<file path="src/shared/dcdl_defines.svh">
// constants for the dac clock delay loop controller
// Overview of operation
// - power-down bit, reset one, holds loop off
// - fine and coarse duty correction enables, default on
// - fine and coarse cross control enables, default on
// - controller off: delay comes from setpoint only
// - controller on: search/track, track, search modes
// - search direction field and target slope select
// - track and search error behaviour bits
// - read-only fail flag when lock not achieved
// - lost-lock flag, software writable, hardware sets
// - read-only locked flag once lock achieved
// - coarse setpoint: static delay and start point
`ifndef DCDL_DEFINES_SVH
`define DCDL_DEFINES_SVH

// register offsets
`define DCDL_OFS_PWR 12'h090
`define DCDL_OFS_CTRL 12'h091
`define DCDL_OFS_STATUS 12'h092
`define DCDL_OFS_GUARD 12'h093
`define DCDL_OFS_COARSE 12'h094

// power and correction field positions
`define DCDL_BIT_FINE_DC 4
`define DCDL_BIT_FINE_XC 3
`define DCDL_BIT_COARSE_DC 2
`define DCDL_BIT_COARSE_XC 1
`define DCDL_BIT_PD 0

// control field positions
`define DCDL_BIT_TRACK_ERR 7
`define DCDL_BIT_SEARCH_ERR 6
`define DCDL_BIT_SLOPE 5
`define DCDL_MSB_SEARCH 4
`define DCDL_LSB_SEARCH 3
`define DCDL_MSB_MODE 2
`define DCDL_LSB_MODE 1
`define DCDL_BIT_ENABLE 0

// status field positions
`define DCDL_BIT_FAIL 2
`define DCDL_BIT_LOST 1
`define DCDL_BIT_LOCKED 0

// reset values
`define DCDL_RST_PWR 5'h1f
`define DCDL_RST_CTRL 8'hf0
`define DCDL_RST_GUARD 4'h0
`define DCDL_RST_COARSE 6'h00

// timing: settle time after each delay step, least time rounds up
`define DCDL_CLK_PERIOD_PS 25000
`define DCDL_SETTLE_NS 100
`define DCDL_SETTLE_CYC ((`DCDL_SETTLE_NS * 1000 + `DCDL_CLK_PERIOD_PS - 1) / `DCDL_CLK_PERIOD_PS)

`endif

</file>
<file path="src/shared/dcdl_pkg.sv">
// types for the dac clock delay loop controller
`default_nettype none
package dcdl_pkg;

	// controller states
	typedef enum logic [1:0]
	{
		DCDL_ST_STATIC = 2'b00,
		DCDL_ST_SEARCH = 2'b01,
		DCDL_ST_TRACK = 2'b10,
		DCDL_ST_HOLD = 2'b11
	} dcdl_state_e;

	// controller modes
	typedef enum logic [1:0]
	{
		DCDL_MODE_SEARCH_TRACK = 2'b00,
		DCDL_MODE_TRACK = 2'b01,
		DCDL_MODE_SEARCH = 2'b10,
		DCDL_MODE_RSVD = 2'b11
	} dcdl_mode_e;

	// search directions
	typedef enum logic [1:0]
	{
		DCDL_DIR_DOWN = 2'b00,
		DCDL_DIR_UP = 2'b01,
		DCDL_DIR_BOTH = 2'b10,
		DCDL_DIR_BOTH_ALT = 2'b11
	} dcdl_dir_e;

endpackage
`default_nettype wire

</file>
<file path="src/logic/dcdl_phase_sync.sv">
// phase detector input synchroniser with three-sample majority filter
`timescale 1ns/1ps
`default_nettype none
module dcdl_phase_sync
(
	// clock and reset
	input wire logic mclk,
	input wire logic arst_n,
	// raw comparator level from the analog phase detector
	input wire logic phase_raw,
	// filtered, synchronised level
	output logic phase_filt
);

	logic sync_a;
	logic sync_b;
	logic [2:0] hist;
	logic majority;

	// two flops before anything reads the pin
	always_ff @(posedge mclk or negedge arst_n)
	begin
		if (!arst_n)
		begin
			sync_a <= 1'b0;
			sync_b <= 1'b0;
		end
		else
		begin
			sync_a <= phase_raw;
			sync_b <= sync_a;
		end
	end

	// majority vote hides comparator chatter near the crossing
	assign majority = (hist[0] & hist[1]) | (hist[1] & hist[2]) | (hist[0] & hist[2]);

	always_ff @(posedge mclk or negedge arst_n)
	begin
		if (!arst_n)
		begin
			hist <= 3'h0;
			phase_filt <= 1'b0;
		end
		else
		begin
			hist <= {hist[1:0], sync_b};
			phase_filt <= majority;
		end
	end

endmodule // dcdl_phase_sync
`default_nettype wire

</file>
<file path="src/logic/dcdl_loop_ctrl.sv">
// delay loop controller: register file, search and track engine
`timescale 1ns/1ps
`default_nettype none
`include "dcdl_defines.svh"
module dcdl_loop_ctrl
#(
	parameter int unsigned ADDR_W = 12,
	parameter int unsigned COARSE_W = 6,
	parameter int unsigned SETTLE_CYC = `DCDL_SETTLE_CYC
)
(
	// clock and reset
	input wire logic mclk,
	input wire logic arst_n,
	// register port from the serial control interface
	input wire logic [ADDR_W-1:0] reg_addr,
	input wire logic [7:0] reg_wdata,
	input wire logic reg_wr,
	input wire logic reg_rd,
	output logic [7:0] reg_rdata,
	// phase detector comparator, asynchronous
	input wire logic phase_late,
	// analog controls
	output logic loop_clock_powerdown,
	output logic fine_duty_correct_en,
	output logic fine_cross_ctrl_en,
	output logic coarse_duty_correct_en,
	output logic coarse_cross_ctrl_en,
	output logic [COARSE_W-1:0] coarse_delay,
	// status
	output logic lock_achieved_flag,
	output logic lock_lost_flag,
	output logic lock_fail_flag
);

	localparam logic [COARSE_W-1:0] DLY_MAX = {COARSE_W{1'b1}};
	localparam logic [7:0] SETTLE_LOAD = 8'(SETTLE_CYC - 1);

	// one delay step with range check: {limit hit, next value}
	function automatic logic [COARSE_W:0] step_delay(input logic [COARSE_W-1:0] cur,
		input logic up, input logic [COARSE_W-1:0] lo, input logic [COARSE_W-1:0] hi);
		logic [COARSE_W:0] res;
		res = {1'b0, cur};
		if (up)
		begin
			if (cur >= hi)
				res = {1'b1, cur};
			else
				res = {1'b0, COARSE_W'(cur + 1'b1)};
		end
		else
		begin
			if (cur <= lo)
				res = {1'b1, cur};
			else
				res = {1'b0, COARSE_W'(cur - 1'b1)};
		end
		return res;
	endfunction

	// software registers
	logic [4:0] pwr_reg;
	logic [7:0] ctrl_reg;
	logic [3:0] guard_reg;
	logic [COARSE_W-1:0] setpoint;

	// controller state
	dcdl_pkg::dcdl_state_e state;
	dcdl_pkg::dcdl_state_e next_state;
	logic [COARSE_W-1:0] cur;
	logic [COARSE_W-1:0] next_cur;
	logic dir_up;
	logic next_dir_up;
	logic second_leg;
	logic next_second_leg;
	logic prev_want;
	logic next_prev_want;
	logic have_prev;
	logic next_have_prev;
	logic [7:0] settle_cnt;
	logic [7:0] next_settle_cnt;
	logic set_locked;
	logic clr_locked;
	logic set_lost;
	logic set_fail;
	logic clr_fail;

	// filtered phase level
	logic phase_s;

	dcdl_phase_sync u_sync
	(
		.mclk(mclk),
		.arst_n(arst_n),
		.phase_raw(phase_late),
		.phase_filt(phase_s)
	);

	// address decode
	wire hit_pwr = (reg_addr == ADDR_W'(`DCDL_OFS_PWR));
	wire hit_ctrl = (reg_addr == ADDR_W'(`DCDL_OFS_CTRL));
	wire hit_status = (reg_addr == ADDR_W'(`DCDL_OFS_STATUS));
	wire hit_guard = (reg_addr == ADDR_W'(`DCDL_OFS_GUARD));
	wire hit_coarse = (reg_addr == ADDR_W'(`DCDL_OFS_COARSE));

	// control field views
	wire powered_down = pwr_reg[`DCDL_BIT_PD];
	wire loop_enable = ctrl_reg[`DCDL_BIT_ENABLE];
	wire slope_pos = ctrl_reg[`DCDL_BIT_SLOPE];
	wire track_stop = ctrl_reg[`DCDL_BIT_TRACK_ERR];
	wire search_retry = ctrl_reg[`DCDL_BIT_SEARCH_ERR];
	wire [1:0] mode_bits = ctrl_reg[`DCDL_MSB_MODE:`DCDL_LSB_MODE];
	wire [1:0] dir_bits = ctrl_reg[`DCDL_MSB_SEARCH:`DCDL_LSB_SEARCH];
	wire run_loop = loop_enable & ~powered_down;
	wire search_only = (mode_bits == dcdl_pkg::DCDL_MODE_SEARCH);
	wire track_only = (mode_bits == dcdl_pkg::DCDL_MODE_TRACK);
	wire dir_both = dir_bits[1];
	wire dir_start_up = dir_bits[1] | dir_bits[0];

	// search bounds kept off the delay-line ends by the guard band
	wire [COARSE_W-1:0] lo_bound = COARSE_W'(guard_reg);
	wire [COARSE_W-1:0] hi_bound = DLY_MAX - COARSE_W'(guard_reg);

	// positive slope: detector low below the target, so step up
	wire want_up = phase_s ^ slope_pos;
	wire tick = (settle_cnt == 8'h00);
	wire crossing = have_prev & (want_up != prev_want);
	wire [COARSE_W:0] search_step = step_delay(cur, dir_up, lo_bound, hi_bound);
	wire [COARSE_W:0] track_step = step_delay(cur, want_up, {COARSE_W{1'b0}}, DLY_MAX);

	// readback selection, reserved bits read zero
	wire [7:0] status_view = {5'h00, lock_fail_flag, lock_lost_flag, lock_achieved_flag};
	wire [7:0] rd_mux = hit_pwr ? {3'h0, pwr_reg} :
		hit_ctrl ? ctrl_reg :
		hit_status ? status_view :
		hit_guard ? {4'h0, guard_reg} :
		hit_coarse ? 8'(setpoint) :
		8'h00;

	// software register writes
	always_ff @(posedge mclk or negedge arst_n)
	begin
		if (!arst_n)
		begin
			pwr_reg <= `DCDL_RST_PWR;
			ctrl_reg <= `DCDL_RST_CTRL;
			guard_reg <= `DCDL_RST_GUARD;
			setpoint <= COARSE_W'(`DCDL_RST_COARSE);
		end
		else if (reg_wr)
		begin
			if (hit_pwr)
				pwr_reg <= reg_wdata[4:0];
			else if (hit_ctrl)
				ctrl_reg <= reg_wdata;
			else if (hit_guard)
				guard_reg <= reg_wdata[3:0];
			else if (hit_coarse)
				setpoint <= reg_wdata[COARSE_W-1:0];
		end
	end

	// read data registered one cycle after the strobe
	always_ff @(posedge mclk or negedge arst_n)
	begin
		if (!arst_n)
			reg_rdata <= 8'h00;
		else if (reg_rd)
			reg_rdata <= rd_mux;
	end

	// search and track engine, next-state logic
	always_comb
	begin
		next_state = state;
		next_cur = cur;
		next_dir_up = dir_up;
		next_second_leg = second_leg;
		next_prev_want = prev_want;
		next_have_prev = have_prev;
		next_settle_cnt = tick ? SETTLE_LOAD : settle_cnt - 8'h01;
		set_locked = 1'b0;
		clr_locked = 1'b0;
		set_lost = 1'b0;
		set_fail = 1'b0;
		clr_fail = 1'b0;
		if (!run_loop)
		begin
			// static setpoints; no feedback while disabled or powered down
			next_state = dcdl_pkg::DCDL_ST_STATIC;
			next_cur = setpoint;
			clr_locked = 1'b1;
			next_settle_cnt = SETTLE_LOAD;
		end
		else
		begin
			case (state)
				dcdl_pkg::DCDL_ST_STATIC:
				begin
					// start from the software setpoint
					next_cur = setpoint;
					next_dir_up = dir_start_up;
					next_second_leg = 1'b0;
					next_have_prev = 1'b0;
					clr_fail = 1'b1;
					next_state = track_only ? dcdl_pkg::DCDL_ST_TRACK :
						dcdl_pkg::DCDL_ST_SEARCH;
				end
				dcdl_pkg::DCDL_ST_SEARCH:
				begin
					if (tick)
					begin
						if (crossing)
						begin
							// target edge found: lock here
							set_locked = 1'b1;
							next_have_prev = 1'b0;
							next_state = search_only ? dcdl_pkg::DCDL_ST_HOLD :
								dcdl_pkg::DCDL_ST_TRACK;
						end
						else if (!search_step[COARSE_W])
						begin
							next_cur = search_step[COARSE_W-1:0];
							next_prev_want = want_up;
							next_have_prev = 1'b1;
						end
						else if (dir_both && !second_leg)
						begin
							// first leg exhausted: reverse from the start point
							next_cur = setpoint;
							next_dir_up = ~dir_up;
							next_second_leg = 1'b1;
							next_have_prev = 1'b0;
						end
						else
						begin
							// search error: flag, then stop or start over
							set_fail = 1'b1;
							next_have_prev = 1'b0;
							next_cur = setpoint;
							next_dir_up = dir_start_up;
							next_second_leg = 1'b0;
							if (!search_retry)
								next_state = dcdl_pkg::DCDL_ST_HOLD;
						end
					end
				end
				dcdl_pkg::DCDL_ST_TRACK:
				begin
					if (tick)
					begin
						// track only mode locks on its first crossing
						if (crossing && !lock_achieved_flag)
							set_locked = 1'b1;
						next_prev_want = want_up;
						next_have_prev = 1'b1;
						if (!track_step[COARSE_W])
							next_cur = track_step[COARSE_W-1:0];
						else
						begin
							// line end reached: lock is gone
							clr_locked = 1'b1;
							set_lost = lock_achieved_flag;
							if (track_stop)
								next_state = dcdl_pkg::DCDL_ST_HOLD;
						end
					end
				end
				default:
				begin
					// hold last delay until software disables the loop
					next_state = dcdl_pkg::DCDL_ST_HOLD;
				end
			endcase
		end
	end

	// engine state registers
	always_ff @(posedge mclk or negedge arst_n)
	begin
		if (!arst_n)
		begin
			state <= dcdl_pkg::DCDL_ST_STATIC;
			cur <= COARSE_W'(`DCDL_RST_COARSE);
			dir_up <= 1'b1;
			second_leg <= 1'b0;
			prev_want <= 1'b0;
			have_prev <= 1'b0;
			settle_cnt <= 8'h00;
		end
		else
		begin
			state <= next_state;
			cur <= next_cur;
			dir_up <= next_dir_up;
			second_leg <= next_second_leg;
			prev_want <= next_prev_want;
			have_prev <= next_have_prev;
			settle_cnt <= next_settle_cnt;
		end
	end

	// status flags; a hardware set wins over a software write
	always_ff @(posedge mclk or negedge arst_n)
	begin
		if (!arst_n)
		begin
			lock_achieved_flag <= 1'b0;
			lock_lost_flag <= 1'b0;
			lock_fail_flag <= 1'b0;
		end
		else
		begin
			if (set_locked)
				lock_achieved_flag <= 1'b1;
			else if (clr_locked)
				lock_achieved_flag <= 1'b0;
			if (set_lost)
				lock_lost_flag <= 1'b1;
			else if (reg_wr && hit_status)
				lock_lost_flag <= reg_wdata[`DCDL_BIT_LOST];
			if (set_fail)
				lock_fail_flag <= 1'b1;
			else if (clr_fail)
				lock_fail_flag <= 1'b0;
		end
	end

	// analog control outputs, all registered
	always_ff @(posedge mclk or negedge arst_n)
	begin
		if (!arst_n)
		begin
			loop_clock_powerdown <= 1'b1;
			fine_duty_correct_en <= 1'b1;
			fine_cross_ctrl_en <= 1'b1;
			coarse_duty_correct_en <= 1'b1;
			coarse_cross_ctrl_en <= 1'b1;
			coarse_delay <= COARSE_W'(`DCDL_RST_COARSE);
		end
		else
		begin
			loop_clock_powerdown <= powered_down;
			fine_duty_correct_en <= pwr_reg[`DCDL_BIT_FINE_DC];
			coarse_duty_correct_en <= pwr_reg[`DCDL_BIT_COARSE_DC];
			fine_cross_ctrl_en <= pwr_reg[`DCDL_BIT_FINE_XC];
			coarse_cross_ctrl_en <= pwr_reg[`DCDL_BIT_COARSE_XC];
			coarse_delay <= (state == dcdl_pkg::DCDL_ST_STATIC) ? setpoint : cur;
		end
	end

endmodule // dcdl_loop_ctrl
`default_nettype wire

</file>
<file path="config.mk">
export PLATFORM = sky130hd
export DESIGN_NAME = dcdl_loop_ctrl
export DESIGN_NICKNAME = d
export VERILOG_FILES = /design/src/shared/dcdl_pkg.sv /design/src/logic/dcdl_phase_sync.sv /design/src/logic/dcdl_loop_ctrl.sv
export VERILOG_INCLUDE_DIRS = /design/src /design/src/shared
export SDC_FILE = /design/constraint.sdc
export NUM_CORES = 1
export LEC_CHECK = 0
export ABC_CLOCK_PERIOD_IN_PS = 4400
export BUFFER_PORTS_ARGS = -buffer_cell sky130_fd_sc_hd__buf_2
export CELL_PAD_IN_SITES_DETAIL_PLACEMENT = 2
export CELL_PAD_IN_SITES_GLOBAL_PLACEMENT = 2
export CORE_MARGIN = 3
export CORE_UTILIZATION = 40
export CTS_CLUSTER_SIZE = 8
export DETAILED_ROUTE_END_ITERATION = 6
export GPL_ROUTABILITY_DRIVEN = 1
export PLACE_DENSITY_LB_ADDON = 0.1
export SYNTH_ARGS = -nofsm -noshare
export SYNTH_HDL_FRONTEND = slang
export SYNTH_SLANG_ARGS = --single-unit
</file>
<file path="constraint.sdc">
create_clock -name mclk -period 4.4 [get_ports mclk]
set_clock_uncertainty 0.05 [all_clocks]
set_input_delay 0.22 -clock mclk [delete_from_list [all_inputs] [get_ports mclk]]
set_output_delay 0.22 -clock mclk [all_outputs]
set_load 0.05 [all_outputs]
</file>
==> metrics.txt <==
Num CTS Buffers 9; Area growth syn-to-layout 14.5%; Hold Slack 59.5 ps; RSZ-0062 raised after global routing false; Clock Path Buffers 2; Yosys cell types 57; outcome finished clean; DR WL/cell 20.8 µm; Synth area leaders dfrtp_1 36%, dfstp_2 10%, mux2_2 7.6%; WL final 11800 µm; Worst Path Class, Setup reg2reg; Yosys reg bits 71; crit path from cur[3]; routed length on met1 5170 µm; IO Count 47; min Tclk post-route 3070 ps; Via density 5.67; asr flop ratio synth 100%; first drt pass iteration count 4; share of cells above drive strength 1 24.8%; Die Wd 104 µm; Final Cycle Share 69.9%; Required @ worst endpoint 4560 ps; LEAKAGE 1.95 nW; worst hold path class in2reg; top cell type's share of synthesized area 36.4%; Max Used Layer met4; sequential area share after synthesis 46.6%; largest net degree at the start of global routing 72; hold_sp reg_wdata[6]; max incr delay on CP 600 ps; Max Freq 325 MHz; antenna fix cells 0; Slew headroom 40.2%; Ys Warns 0; Post-Syn Area 0.00385 mm²; initial DRC count 103; Worst setup EP type register; postcts setup bufs 0; Syn Area/Cell 9.96 µm²; Final Max Slew Viols 0; Placeable Area 0.00928 mm²; CTS tree yes; # DRC 0; setup TNS 0 ps; Layout Utilization 47.5%; area leader, netlist dfrtp_1; CTS root buf clkbuf_8; die area 0.0108 mm²; max_cap viols 0; vias in the first global route 3618; # rows 35; clock-pin slew on the worst setup and hold paths 90 ps; CP max FO 11; nets 475; gate count of the mapped netlist 387; setup violators final 0; maximum VDD drop 0.000187 V; Pwr Total 1.28 mW; Least-Margin Pin Slew 896 ps; GPL Wtd Cong 0.812; Total GRT Usage 22.5%; total global routing overflow 0; EDFF count, synth 0; clk sink count 71; Die Ht 104 µm; Post-synth top cells 56 x dfrtp_1, 43 x nand2_1, 28 x nor2_1; Antenna Nets Post-Route 0; CP Launch Type register; met2 WL 6000 µm; first-pass GRT wire length 19500 µm; pwr dens 290 mW/mm²; syn nets 428; Initial Util 41.5%; HPWL after DPL 8590 µm; Fin. Hold Viols 0; FF-to-FF Start cur[3]; later-pin clock latency in the skew report 350 ps; most used flip-flop cell after synthesis dfrtp_1; port buffer count 46; arrival time at the worst endpoint 3230 ps; antenna violations before repair 0; WL met3 495 µm; cell mode on critical path o21ai_0; H-tree Lvls 3; worst-path cell chain ha_1 -> a2111o_1 -> o21ai_0 -> o21ai_0 -> a221oi_1 -> a311o_1 -> a31oi_1; slowest CP cell dfrtp_1; Vias 3222; top-count cell post-synth dfrtp_1
[cell usage in the layout, fill, tap and decap left out, types with 3 or more instances in the layout]
cell      netlist  routed
a22oi_1         6       6
a21oi_1        20      20
o211ai_1        5       5
a31oi_1         7       7
nor2b_1         4       4
and3_1          3       3
nor3b_1         3       3
and2_1          3       3
o21a_1          3       3
mux2i_1         4       4
nor4_1          4       4
nor2_1         28      28
o22ai_1         3       3
dfrtp_1        56      56
o221ai_1        3       3
nand3_1        12      12
xnor2_1         6       6
buf_4           0       3
o21bai_1        3       3
inv_1          25      25
nand2b_1        4       4
ha_1           16      16
xor2_1          4       4
dfstp_2        15      15
mux2_2         26      26
clkbuf_8        0       9
nand2_1        43      43
buf_2           3      45
nor3_1         14      14
o31ai_1         3       3
o21ai_0        18      18
[worst max-delay path, delay by kind of cell (launching register included)]
kind,cells,cell delay (ps)
AOI/OAI and AO/OA,6,1950
adders and majority gates,1,360
DFF,1,600
[metal layers]
layer  vias to the layer above  global-route usage (%)
met3                        12                    4.90
li1                       1487                       -
met5                         -                       0
met1                      1651                    28.5
met2                        72                    39.1
met4                         0                    5.60
[power breakdown]
| part | switching [mW] | internal [mW] |
|---|---|---|
| Combinational | 0.0550 | 0.0218 |
| Sequential | 0.00560 | 0.662 |
| Clock | 0.272 | 0.265 |
[what timing repair did]
action                                  in CTS  in global routing
endpoints found under the hold margin       50                  0
endpoints found under the setup margin       0                  0
hold buffers                                 2                  0
gates resized for setup                      0                  0
[through the flow]
| step | area [µm²] | worst slack, ps | cells |
|---|---|---|---|
| after global routing | 4410 | 1120 | 568 |
| after global placement | 4200 | 1510 | 550 |
| after detailed placement | 4200 | 1370 | 550 |
| after CTS | 4410 | 1410 | 568 |
| final | 4410 | 1330 | 568 |
| after floorplan | 3850 | 2010 | 387 |
[logic make-up after synthesis]
group | Yosys count | share of synthesized area [%]
AO/OA/AOI/OAI | 92 | 16.3
XOR/XNOR | 10 | 2.27
adder cells (fa/ha/maj) | 18 | 5.71
buffers and inverters | 39 | 4.12
flip-flops | 71 | 46.6
multiplexers | 30 | 8.64
AND/OR/NAND/NOR | 127 | 16.4
[worst paths after layout]
kind                                      to  slack (ps)  cells after the start
hold / removal                   ctrl_reg[6]          60                      2
hold reg to reg               u_sync.hist[0]         310                      0
setup / recovery                      cur[4]        1330                      7
max in group asynchronous  u_sync.phase_filt        3210                      2
setup reg to reg                      cur[4]        1330                      7
min in group asynchronous             cur[4]         460                      2
[layout make-up]
| type | instances | area (µm²) |
|---|---|---|
| well taps | 129 | 161 |
| flip-flops and latches | 71 | 1800 |
| clock buffers | 10 | 128 |
| fillers | 1024 | 4870 |
| multi-input cells | 277 | 1900 |
| clock inverters | 6 | 67.6 |
| inverters | 25 | 93.8 |
| repair buffers | 50 | 268 |
Note: power is estimated with default switching activity, not from simulation.
